### src/tdm_pkg.sv
/*
  Shared constants and types for the TDM codec serial port with DMA.
  Assumes a single system clock and an AHB-Lite master with 32-bit data.
*/
`default_nettype none

package tdm_pkg;
  localparam int WORD_BITS = 16;
  localparam int SLOTS_ACTIVE = 5;
  localparam int CHANS = 8;
  localparam int RX_CHAN = 2;
  localparam int TX_CHAN = 6;
  localparam int BUF_WORDS = 8;
  localparam int SCLK_HZ = 12288000;
  localparam int FRAME_HZ = 48000;
  localparam int FRAME_BITS = SCLK_HZ / FRAME_HZ;

  // Byte offsets inside the block's 4 KB window.
  localparam logic [11:0] A_RX_CTRL = 12'h000;
  localparam logic [11:0] A_TX_CTRL = 12'h004;
  localparam logic [11:0] A_RX_DIV = 12'h008;
  localparam logic [11:0] A_RX_CMP = 12'h00c;
  localparam logic [11:0] A_TX_CMP = 12'h010;
  localparam logic [11:0] A_RX_SEL = 12'h014;
  localparam logic [11:0] A_TX_SEL = 12'h018;
  localparam logic [11:0] A_STATUS = 12'h01c;
  localparam logic [3:0] PAGE_DMA = 4'h1;
  localparam logic [3:0] PAGE_RXMEM = 4'h2;
  localparam logic [3:0] PAGE_TXMEM = 4'h3;

  // Register index inside one DMA channel's 32-byte group.
  localparam logic [2:0] R_INDEX = 3'h0;
  localparam logic [2:0] R_MODIFY = 3'h1;
  localparam logic [2:0] R_COUNT = 3'h2;
  localparam logic [2:0] R_CHAIN = 3'h3;
  localparam logic [2:0] R_GENERAL = 3'h4;

  // Control register fields.
  localparam int CTL_EN = 0;
  localparam int CTL_CHAIN = 1;

  localparam logic [31:0] RST_CTRL = 32'h00000000;
  localparam logic [31:0] RST_DIV = 32'h00ff0000;
  localparam logic [31:0] RST_CMP = 32'h00000000;
  localparam logic [31:0] RST_SEL = 32'h0000001f;
  localparam logic [15:0] RST_MOD = 16'h0001;
  localparam logic [15:0] RST_CNT = 16'h0005;
  localparam logic [2:0] AHB_WORD = 3'h2;

  typedef struct packed {
    logic [15:0] idx;
    logic [15:0] mod;
    logic [15:0] cnt;
    logic [15:0] cp;
    logic [31:0] gp;
  } tdm_dma_s;

  typedef struct packed {
    logic [11:0] addr;
    logic wr;
  } tdm_bus_s;
endpackage

`default_nettype wire

### src/tdm_port.sv
/*
  TDM serial port toward an audio codec, with register file on AHB-Lite,
  eight DMA channel register sets and small local sample buffers.
  Assumes the codec bit clock and data are synchronous to i_clk_sys.
*/
`default_nettype none

// Overview of operation
// - Sixteen-bit words in both directions.
// - Bit clock always comes from codec.
// - Sync one bit before first word MSB.
// - Active-high one-bit sync pulse per frame.
// - Frame sync generated internally at 48 kHz.
// - Frame period is 256 bit clocks.
// - Divisor upper half holds ratio minus one.
// - No companding; slot words pass unchanged.
// - Five active words per frame.
// - Slots 0-4 enabled, others ignored.
// - Buffers hold eight words each.
// - DMA with chaining for both directions.
// - Channel reloads itself on interrupt request.
// - Eight channels with five registers each.
// - Only A-side channels move data.
// - Request raised when count reaches zero.
// - Codec drives clock, input; port drives sync, output.
module tdm_port
  import tdm_pkg::*;
(
  // Clock and reset.
  input wire logic i_clk_sys,
  input wire logic i_arst_n,
  // AHB-Lite slave.
  input wire logic i_hsel,
  input wire logic [31:0] i_haddr,
  input wire logic [1:0] i_htrans,
  input wire logic i_hwrite,
  input wire logic [2:0] i_hsize,
  input wire logic i_hready,
  input wire logic [31:0] i_hwdata,
  output logic o_hreadyout,
  output logic o_hresp,
  output logic [31:0] o_hrdata,
  // Codec link.
  input wire logic i_bit_clk,
  input wire logic i_sdata_in,
  output logic o_sync,
  output logic o_sdata_out,
  // DMA completion requests.
  output logic o_rx_dma_irq,
  output logic o_tx_dma_irq
);
  import tdm_pkg::*;

  tdm_bus_s dp;
  logic [31:0] rx_ctl;
  logic [31:0] tx_ctl;
  logic [31:0] rx_div;
  logic [31:0] rx_cmp;
  logic [31:0] tx_cmp;
  logic [31:0] rx_sel;
  logic [31:0] tx_sel;
  logic [1:0] sts;
  tdm_dma_s ch [CHANS];
  logic [15:0] rl_idx [CHANS];
  logic [15:0] rl_cnt [CHANS];
  logic [15:0] rx_mem [BUF_WORDS];
  logic [15:0] tx_mem [BUF_WORDS];
  logic [31:0] rd_val;
  logic bclk_q;
  logic [15:0] pos;
  logic [15:0] next_pos;
  logic [15:0] tsh;
  logic [15:0] rsh;
  logic [15:0] fq [2];
  logic fwp;
  logic frp;
  logic [1:0] fcnt;
  logic [15:0] tx_word;

  function automatic logic slot_on(input logic [31:0] sel, input logic [15:0] p);
    slot_on = (p[15:9] == 7'h0) && sel[p[8:4]];
  endfunction

  function automatic tdm_dma_s dma_step(input tdm_dma_s c, input logic [15:0] ri,
                                        input logic [15:0] rc, input logic chain);
    dma_step = c;
    dma_step.idx = c.idx + c.mod;
    dma_step.cnt = c.cnt - 16'h1;
    if (c.cnt == 16'h1 && chain) begin
      dma_step.idx = ri;
      dma_step.cnt = rc;
    end
  endfunction

  wire addr_ok = i_hsel & i_htrans[1] & i_hready;
  wire wr_dma = dp.wr & (dp.addr[11:8] == PAGE_DMA);
  wire [2:0] wc = dp.addr[7:5];
  wire bedge = i_bit_clk & ~bclk_q;
  wire run = rx_ctl[CTL_EN];

  // Bus slave: reads answer with no wait, writes take one wait state.
  always_ff @(posedge i_clk_sys or negedge i_arst_n) begin
    if (!i_arst_n) begin
      dp <= '0;
      o_hreadyout <= 1'b1;
      o_hresp <= 1'b0;
      o_hrdata <= 32'h00000000;
    end else begin
      dp.wr <= addr_ok & i_hwrite & (i_hsize == AHB_WORD);
      dp.addr <= i_haddr[11:0];
      o_hreadyout <= ~(addr_ok & i_hwrite);
      o_hresp <= 1'b0;
      if (addr_ok && !i_hwrite) begin
        o_hrdata <= rd_val;
      end
    end
  end

  always_comb begin
    rd_val = 32'h00000000;
    case (i_haddr[11:8])
      PAGE_DMA: begin
        case (i_haddr[4:2])
          R_INDEX: rd_val = {16'h0000, ch[i_haddr[7:5]].idx};
          R_MODIFY: rd_val = {16'h0000, ch[i_haddr[7:5]].mod};
          R_COUNT: rd_val = {16'h0000, ch[i_haddr[7:5]].cnt};
          R_CHAIN: rd_val = {16'h0000, ch[i_haddr[7:5]].cp};
          R_GENERAL: rd_val = ch[i_haddr[7:5]].gp;
          default: rd_val = 32'h00000000;
        endcase
      end
      PAGE_RXMEM: rd_val = {16'h0000, rx_mem[i_haddr[4:2]]};
      PAGE_TXMEM: rd_val = {16'h0000, tx_mem[i_haddr[4:2]]};
      default: begin
        case (i_haddr[11:0])
          A_RX_CTRL: rd_val = rx_ctl;
          A_TX_CTRL: rd_val = tx_ctl;
          A_RX_DIV: rd_val = rx_div;
          A_RX_CMP: rd_val = rx_cmp;
          A_TX_CMP: rd_val = tx_cmp;
          A_RX_SEL: rd_val = rx_sel;
          A_TX_SEL: rd_val = tx_sel;
          A_STATUS: rd_val = {pos, 12'h000, fcnt, sts};
          default: rd_val = 32'h00000000;
        endcase
      end
    endcase
  end

  // Port configuration registers.
  always_ff @(posedge i_clk_sys or negedge i_arst_n) begin
    if (!i_arst_n) begin
      rx_ctl <= RST_CTRL;
      tx_ctl <= RST_CTRL;
      rx_div <= RST_DIV;
      rx_cmp <= RST_CMP;
      tx_cmp <= RST_CMP;
      rx_sel <= RST_SEL;
      tx_sel <= RST_SEL;
    end else if (dp.wr) begin
      case (dp.addr)
        A_RX_CTRL: rx_ctl <= i_hwdata;
        A_TX_CTRL: tx_ctl <= i_hwdata;
        A_RX_DIV: rx_div <= i_hwdata;
        A_RX_CMP: rx_cmp <= i_hwdata;
        A_TX_CMP: tx_cmp <= i_hwdata;
        A_RX_SEL: rx_sel <= i_hwdata;
        A_TX_SEL: tx_sel <= i_hwdata;
        default: rx_ctl <= rx_ctl;
      endcase
    end
  end

  assign next_pos = (pos == rx_div[31:16]) ? 16'h0000 : pos + 16'h1;

  wire tx_take = bedge & run & tx_ctl[CTL_EN] & (next_pos[3:0] == 4'h0) & slot_on(tx_sel, next_pos);
  wire tx_live = tx_ctl[CTL_EN] & (ch[TX_CHAN].cnt != 16'h0);
  wire push = bedge & run & (pos[3:0] == 4'hf) & slot_on(rx_sel, pos);
  wire in_ready = (fcnt != 2'h2);
  wire pop = (fcnt != 2'h0) & rx_ctl[CTL_EN] & (ch[RX_CHAN].cnt != 16'h0);

  assign tx_word = tx_live ? tx_mem[ch[TX_CHAN].idx[2:0]] : 16'h0000;

  always_ff @(posedge i_clk_sys or negedge i_arst_n) begin
    if (!i_arst_n) begin
      bclk_q <= 1'b0;
    end else begin
      bclk_q <= i_bit_clk;
    end
  end

  always_ff @(posedge i_clk_sys or negedge i_arst_n) begin
    if (!i_arst_n) begin
      pos <= 16'h0000;
      o_sync <= 1'b0;
    end else if (!run) begin
      pos <= rx_div[31:16] - 16'h1;
      o_sync <= 1'b0;
    end else if (bedge) begin
      pos <= next_pos;
      o_sync <= (next_pos == rx_div[31:16]);
    end
  end

  always_ff @(posedge i_clk_sys or negedge i_arst_n) begin
    if (!i_arst_n) begin
      tsh <= 16'h0000;
      o_sdata_out <= 1'b0;
    end else if (bedge) begin
      if (next_pos[3:0] == 4'h0) begin
        o_sdata_out <= tx_take & tx_word[WORD_BITS-1];
        tsh <= tx_take ? {tx_word[14:0], 1'b0} : 16'h0000;
      end else begin
        o_sdata_out <= tsh[15];
        tsh <= {tsh[14:0], 1'b0};
      end
    end
  end

  always_ff @(posedge i_clk_sys or negedge i_arst_n) begin
    if (!i_arst_n) begin
      rsh <= 16'h0000;
    end else if (bedge) begin
      rsh <= {rsh[14:0], i_sdata_in};
    end
  end

  // Two-entry buffer between the receiver and the DMA channel.
  always_ff @(posedge i_clk_sys or negedge i_arst_n) begin
    if (!i_arst_n) begin
      fwp <= 1'b0;
      frp <= 1'b0;
      fcnt <= 2'h0;
      fq[0] <= 16'h0000;
      fq[1] <= 16'h0000;
    end else begin
      if (push && in_ready) begin
        fq[fwp] <= {rsh[14:0], i_sdata_in};
        fwp <= ~fwp;
      end
      if (pop) begin
        frp <= ~frp;
      end
      fcnt <= fcnt + {1'b0, push & in_ready} - {1'b0, pop};
    end
  end

  // Sticky overflow and underrun flags; a new event beats the clear.
  always_ff @(posedge i_clk_sys or negedge i_arst_n) begin
    if (!i_arst_n) begin
      sts <= 2'h0;
    end else begin
      sts <= (sts & ~((dp.wr && dp.addr == A_STATUS) ? i_hwdata[1:0] : 2'h0))
             | {tx_take & ~tx_live, push & ~in_ready};
    end
  end

  always_ff @(posedge i_clk_sys or negedge i_arst_n) begin
    if (!i_arst_n) begin
      for (int i = 0; i < CHANS; i++) begin
        ch[i] <= '0;
        ch[i].mod <= RST_MOD;
        rl_idx[i] <= 16'h0000;
        rl_cnt[i] <= RST_CNT;
      end
    end else begin
      if (pop) begin
        ch[RX_CHAN] <= dma_step(ch[RX_CHAN], rl_idx[RX_CHAN], rl_cnt[RX_CHAN], rx_ctl[CTL_CHAIN]);
      end
      if (tx_take && tx_live) begin
        ch[TX_CHAN] <= dma_step(ch[TX_CHAN], rl_idx[TX_CHAN], rl_cnt[TX_CHAN], tx_ctl[CTL_CHAIN]);
      end
      if (wr_dma) begin
        case (dp.addr[4:2])
          R_INDEX: ch[wc].idx <= i_hwdata[15:0];
          R_MODIFY: ch[wc].mod <= i_hwdata[15:0];
          R_COUNT: ch[wc].cnt <= i_hwdata[15:0];
          R_CHAIN: begin
            ch[wc].cp <= i_hwdata[15:0];
            rl_idx[wc] <= ch[wc].idx;
            rl_cnt[wc] <= ch[wc].cnt;
          end
          R_GENERAL: ch[wc].gp <= i_hwdata;
          default: ch[wc].gp <= ch[wc].gp;
        endcase
      end
    end
  end

  always_ff @(posedge i_clk_sys or negedge i_arst_n) begin
    if (!i_arst_n) begin
      o_rx_dma_irq <= 1'b0;
      o_tx_dma_irq <= 1'b0;
    end else begin
      o_rx_dma_irq <= pop & (ch[RX_CHAN].cnt == 16'h1);
      o_tx_dma_irq <= tx_take & tx_live & (ch[TX_CHAN].cnt == 16'h1);
    end
  end

  // Sample buffers carry no reset; software loads the transmit buffer before use.
  always_ff @(posedge i_clk_sys) begin
    if (pop) begin
      rx_mem[ch[RX_CHAN].idx[2:0]] <= fq[frp];
    end
    if (dp.wr && dp.addr[11:8] == PAGE_TXMEM) begin
      tx_mem[dp.addr[4:2]] <= i_hwdata[15:0];
    end
  end
endmodule

`default_nettype wire

### config.mk
export PLATFORM = sky130hd
export DESIGN_NAME = tdm_port
export DESIGN_NICKNAME = d
export VERILOG_FILES = /design/src/tdm_pkg.sv /design/src/tdm_port.sv
export SDC_FILE = /design/constraint.sdc
export NUM_CORES = 2
export LEC_CHECK = 0
export ABC_AREA = 0
export BUFFER_PORTS_ARGS = -buffer_cell sky130_fd_sc_hd__clkbuf_2
export CORE_AREA = 5 5 459 280
export CTS_BUF_LIST = sky130_fd_sc_hd__clkbuf_4 sky130_fd_sc_hd__clkbuf_8
export CTS_CLUSTER_SIZE = 30
export DETAILED_ROUTE_END_ITERATION = 12
export DIE_AREA = 0 0 464 285
export PLACE_DENSITY = 0.8
export SLEW_MARGIN = 30
export SYNTH_ARGS = -nofsm -noshare
export SYNTH_HDL_FRONTEND = slang
export SYNTH_SLANG_ARGS = --single-unit
### constraint.sdc
create_clock -name i_clk_sys -period 3.5 [get_ports i_clk_sys]
set_clock_uncertainty 0.2 [all_clocks]
set_input_delay 0.35 -clock i_clk_sys [delete_from_list [all_inputs] [get_ports i_clk_sys]]
set_output_delay 0.35 -clock i_clk_sys [all_outputs]
set_load 0.02 [all_outputs]
* Word-level counts from Yosys, hierarchy flattened
Memories as Yosys holds them, arrays and structs flattened.
Index checks and enable logic that the tools add are counted.
** Storage, ports and cells
- Register bits after elaboration :: 1384
- Memory bits (writable) :: 256
- Output and inout port bits :: 38
- Word-level logic and storage cells :: 260
- Memories :: 2
** Cells by class
- $add $sub $neg :: 8
- $lt $le $gt $ge :: 8
- Equal/unequal tests :: 35
- Multiplexer cells :: 61
- Bitwise logic cells :: 35
- Reduce and logical (&&, ||, !) cells :: 30
** Memories
- rx_mem :: depth 8, bits a word 16, read ports 1, clocked after Yosys merged registers in 0, write ports 1, RTL line tdm_port.sv:66 : logic [15:0] rx_mem [BUF_WORDS];
- tx_mem :: depth 8, bits a word 16, read ports 2, clocked after Yosys merged registers in 0, write ports 1, RTL line tdm_port.sv:67 : logic [15:0] tx_mem [BUF_WORDS];
** Operator list (number)
- $bwmux W768 :: 6
- $pmux W768 S5 :: 1
- $demux W96 S3 :: 5
- $mux W96 :: 7
- $bmux W96 S3 :: 2
- $mux W576 :: 1
- $bwmux W128 :: 2
- $pmux W32 S8 :: 1
- $mux W16 :: 15
- $pmux W32 S5 :: 1
- $eq A12 B5 Y1 const B :: 8
- $pmux W32 S3 :: 1
- $mux W80 :: 1
- $mux W64 :: 1
- $demux W16 S3 :: 1
- $eq A12 B4 Y1 const B :: 4
- $mux W48 :: 1
- $sub A16 B1 Y16 const B :: 3
- $add A16 B16 Y16 :: 2
- $bwmux W32 :: 1
- $eq A16 B1 Y1 const B :: 2
- $eq A16 B16 Y1 :: 2
- $mux W32 :: 1
- $reduce_bool A16 Y1 :: 2
- 36 further kinds :: 106

* Logic depth before layout (Yosys ltp)
- Depth in word-level cells :: 11
- Depth in mapped cells :: 15

* Worst setup path before layout
No wires, ideal clock.
- Path type :: reg2reg
- Start point :: register ch[528] in the netlist's numbering
- End point :: memory rx_mem[1][0], enable pin
- Setup time :: 0.436 ns
- Arrival time :: 3.211 ns
- Data required time :: 2.864 ns
- Slack :: -0.348 ns
- Cell stages (with the launch flop) :: 8
- Buffers on the path :: 2
- Cells stage by stage :: dfrtp_1 inv_1 ha_1 nand2_1 o221ai_1 clkbuf_1 buf_1 nor4b_1
** On the way
- Cells in the longest elaborated chain, start to end :: 4
** RTL lines
- start, declared :: RTL line tdm_port.sv:63 : tdm_dma_s ch [CHANS];
- start signal, assigned by index :: RTL line tdm_port.sv:268 : ch[RX_CHAN] <= dma_step(ch[RX_CHAN], rl_idx[RX_CHAN], rl_cnt[RX_CHAN], rx_ctl[CTL_CHAIN]);
- start signal, assigned by index :: RTL line tdm_port.sv:271 : ch[TX_CHAN] <= dma_step(ch[TX_CHAN], rl_idx[TX_CHAN], rl_cnt[TX_CHAN], tx_ctl[CTL_CHAIN]);
- $reduce_bool A16 Y1 :: RTL line tdm_port.sv:180 : wire pop = (fcnt != 2'h0) & rx_ctl[CTL_EN] & (ch[RX_CHAN].cnt != 16'h0);
- $and A1 B1 Y1 :: RTL line tdm_port.sv:180
- $mux W1 :: RTL line tdm_port.sv:302 : if (pop) begin
- $mux W1 (not written as such) :: RTL line tdm_port.sv:303 : rx_mem[ch[RX_CHAN].idx[2:0]] <= fq[frp];
- end, declared :: RTL line tdm_port.sv:66
Every way passes these cells.

* Worst setup path in the final report
- Start point :: register pos[2]
- End point :: register ch[184] in the netlist's numbering
** On the way
- Cells in the longest elaborated chain, start to end :: 11
- Elaborated cells between the ends (all ways) :: 20
** RTL lines
- start, declared :: RTL line tdm_port.sv:70 : logic [15:0] pos;
- start signal, assigned :: RTL line tdm_port.sv:197 : pos <= rx_div[31:16] - 16'h1;
- start signal, assigned :: RTL line tdm_port.sv:200 : pos <= next_pos;
- $add A16 B1 Y16 / $eq A16 B16 Y1 (equally long branches) :: RTL line tdm_port.sv:174 : assign next_pos = (pos == rx_div[31:16]) ? 16'h0000 : pos + 16'h1;
- $mux W16 (*) :: RTL line tdm_port.sv:174
- $bmux W1 S5 :: RTL line tdm_port.sv:81 : slot_on = (p[15:9] == 7'h0) && sel[p[8:4]];
- $mux W1 (not written as such) :: RTL line tdm_port.sv:81
- $logic_and A1 B1 Y1 :: RTL line tdm_port.sv:81
- $and A1 B1 Y1 (*) :: RTL line tdm_port.sv:176 : wire tx_take = bedge & run & tx_ctl[CTL_EN] & (next_pos[3:0] == 4'h0) & slot_on(tx_sel, next_pos);
- $logic_and A1 B1 Y1 (*) :: RTL line tdm_port.sv:270 : if (tx_take && tx_live) begin
- $mux W96 (*) :: RTL line tdm_port.sv:270
- $bwmux W768, or another cell as far along :: RTL line tdm_port.sv:284 : default: ch[wc].gp <= ch[wc].gp;
- $pmux W768 S5 :: RTL line tdm_port.sv:274 : case (dp.addr[4:2])
- $mux W576 (*) :: RTL line tdm_port.sv:273 : if (wr_dma) begin
Every way passes the cells marked *; elsewhere a longest branch is shown, timed or not. The select of a mux whose other input is x is not followed.
A chain may end at the register's enable or synchronous reset.

==> impl_results.md <==
- Synth cell types: 89
- Worst-Margin Slew: 1.18 ns
- R2R depth: 11
- Maximum VDD drop: 0.467 mV
- Final hold viol count: 0
- Sequential-to-total area share from yosys stat: 51.8%
- Starting DRC count in detailed routing: 9644
- Crit path max-delay family: simple AND/OR/NAND/NOR gates
- Die width: 464 um
- Mapped cell area: 72400 um2
- Footprint of the multi-input gates: 33200 um2
- Endpoint class of the critical path: register
- WP depth: 11
- Pwr Density: 450 nW/um2
- Routed len/inst: 32.0 um
- Most common cell after layout, fill and taps aside: dfrtp_1
- Global route overflow: 0
- Pre-CTS WS: -0.142 ns
- Top cell by count, worst path: buf_12
- Max clock buf depth: 3
- Top FF cell, synth: dfrtp_1
- Hold Crit Start: i_haddr[8]
- Final setup margin: 0.0471 ns
- Setup TNS: 0 ns
- Reg clk slew, reported paths: 0.07 ns
- Vias: 57700
- Reg-to-reg startpoint: pos[2]
- Io pins: 114
- Reg area: 37500 um2
- Antenna Nets Post-Route: 0
- Most frequent cells in the layout: 1154 x dfrtp_1, 782 x mux2_2, 494 x nand2_1
- Status: finished clean
- Fill count: 8618
- Yosys reg bits: 1447
- Final period util: 98.7%
- Area growth, synth to finish: 14.0%
- Final setup violating endpoints: 0
- Die Height: 285 um
- DR pass1 iterations: 9
- Drt total wl: 257 mm
- Worst path max stage delay: 0.57 ns
- CTS tree: yes
- I/O Buffers: 91
- Share of cells above drive strength 1: 33.7%
- Fin. max-slew vios: 0
- Worst Setup SP: pos[2]
- Total CTS buffers: 198
- Vias in the first global route: 57100
- Leak pwr: 34.6 nW
- F_max: 290 MHz
- Slew headroom: 21.1%
- Starting density of the core: 58.7%
- DIE AREA: 132000 um2
- GP Congestion: 1.00
- Root cell of the clock tree: clkbuf_8
- Core area: 123000 um2
- Post-layout min period: 3.45 ns
- Req. time, crit path: 4.07 ns
- Largest net degree at the start of global routing: 124
- Site Rows: 100
- Hold Path Class: input port to register
- CP Launch Type: register
- Net Count, Synth: 6013
- Kind of critical path: register to register
- CTS H-tree lvls: 4
- TritonCTS Sinks: 1447
- HPWL after detailed placement: 171 mm
- # nets final: 6311
- Initial antenna violation count: 30
- Critical path fanouts, max: 8
- Post-synth EDFFs: 256
- Async set-reset flop share out of synthesis: 82.3%
- Skew-Pair Late Insertion Delay: 0.97 ns
- Syn Inst Count: 5897
- Hold depth: 3
- GRT Util Overall: 38.4%
- CP max stage cell: or4_4
- Crit-path cells: and3_4 > nand4_1 > a21oi_2 > nor2_1 > or4_4 > a31oi_4 > and4_4 > buf_12 > buf_12 > mux2i_1 > a21oi_1
- Drt drc: 0
- CP bufs+invs: 2
- Synth warn: 0
- Worst Path Arrival: 4.03 ns
- First-pass GRT wire length: 379 mm
- Vias per Instance: 7.20
- Total of max-cap violations: 0
- Mean area per synthesized cell: 12.3 um2
[path summary, 6_finish.rpt]
| kind | end | slack [ns] |
|---|---|---|
| max | ch[184] | 0.05 |
| min | dp[9] | 0.09 |
| max reg2reg | ch[184] | 0.05 |
| min reg2reg | ch[68] | 0.30 |
| max in group asynchronous | ch[280] | 1.78 |
| min in group asynchronous | ch[736] | 0.50 |
[layout make-up]
class / instances / area share, %
antenna: 16 / 0.0485
timing repair buffer: 610 / 6.34
clock buffer: 309 / 4.63
tap: 1632 / 2.47
sequential: 1447 / 45.5
inverter: 33 / 0.150
clock inverter: 65 / 0.643
multi-input combinational: 3905 / 40.2
[power by group]
part	internal (mW)	switching [mW]	total, mW
logic	1.77	2.82	4.60
registers	17.6	0.511	18.1
clock network	7.45	7.00	14.4
[metrics by stage]
stage | cell area (um2) | power (mW) | std cells | hold slack [ns] | utilization (%)
global placement | 77100 | 22.5 | 7550 | 0.0796 | 62.5
global route | 82500 | 38.2 | 8010 | 0.0736 | 66.9
finish | 82600 | 37.2 | 8017 | 0.0900 | 66.9
CTS | 82400 | 36.8 | 7997 | 0.00464 | 66.8
detailed placement | 77100 | 22.7 | 7550 | 0.0868 | 62.5
floorplan | 72400 | 20.7 | 5897 | -0.146 | -
[kinds of logic (layout without fill, tap and decap cells)]
group           Yosys count  in the layout  synth area share [%]
flops                  1447           1447                  51.8
compound gates         1311           1311                  12.0
mux                    1260           1260                  24.1
simple gates           1213           1214                  7.46
buf+inv                 546           1017                  2.95
xor+xnor                 79             79                 0.955
fa+ha+maj                40             40                 0.712
other cells               1             17               0.00518
[sequential cells by signal (all words and copies together), names as in the netlist, 2 cells and up]
signal    count
ch          768
dp           13
fcnt          2
fq           32
o_hrdata     32
pos          16
rl_cnt       32
rl_idx       32
rsh          15
rx_cmp       32
rx_ctl       32
rx_div       32
rx_mem      128
rx_sel       32
sts           2
tsh          15
tx_cmp       32
tx_ctl       32
tx_mem      128
tx_sel       32
[routing by layer]
| layer | wire (um) | global-route usage [%] | vias to the layer above |
|---|---|---|---|
| met1 | 93700 | 53.2 | 28800 |
| met3 | 49800 | 20.3 | 925 |
| li1 | - | - | 22900 |
| met4 | 11100 | 14.6 | 26 |
| met5 | 176 | 0.289 | - |
| met2 | 102000 | 50.8 | 5110 |
[repair_timing]
action	CTS	global route
hold buffers	66	0
gates cloned	2	0
hold endpoints to repair	1536	0
buffers inserted	5	4
endpoints found under the setup margin	75	151
pin swaps	5	9
gates resized for setup	16	29
[cell usage after synthesis (all sizes together) (162+ instances only)]
cell    number  area [um2]
dfrtp     1160       29000
mux2       784        8830
nand2      503        1890
o21ai      408        2040
clkbuf     373        1400
nor2       358        1340
mux4       309        6960
edfxtp     256        7690
a21oi      211        1060
a22o       174        1520
mux2i      167        1670
a22oi      162        1220
[tightest hold or removal path, stage by stage]
cell and delay, ns:
dlygate4sd3_1 0.57, clkbuf_2 0.14, buf_4 0.15
No activity file was read; power rests on OpenSTA's default activity.
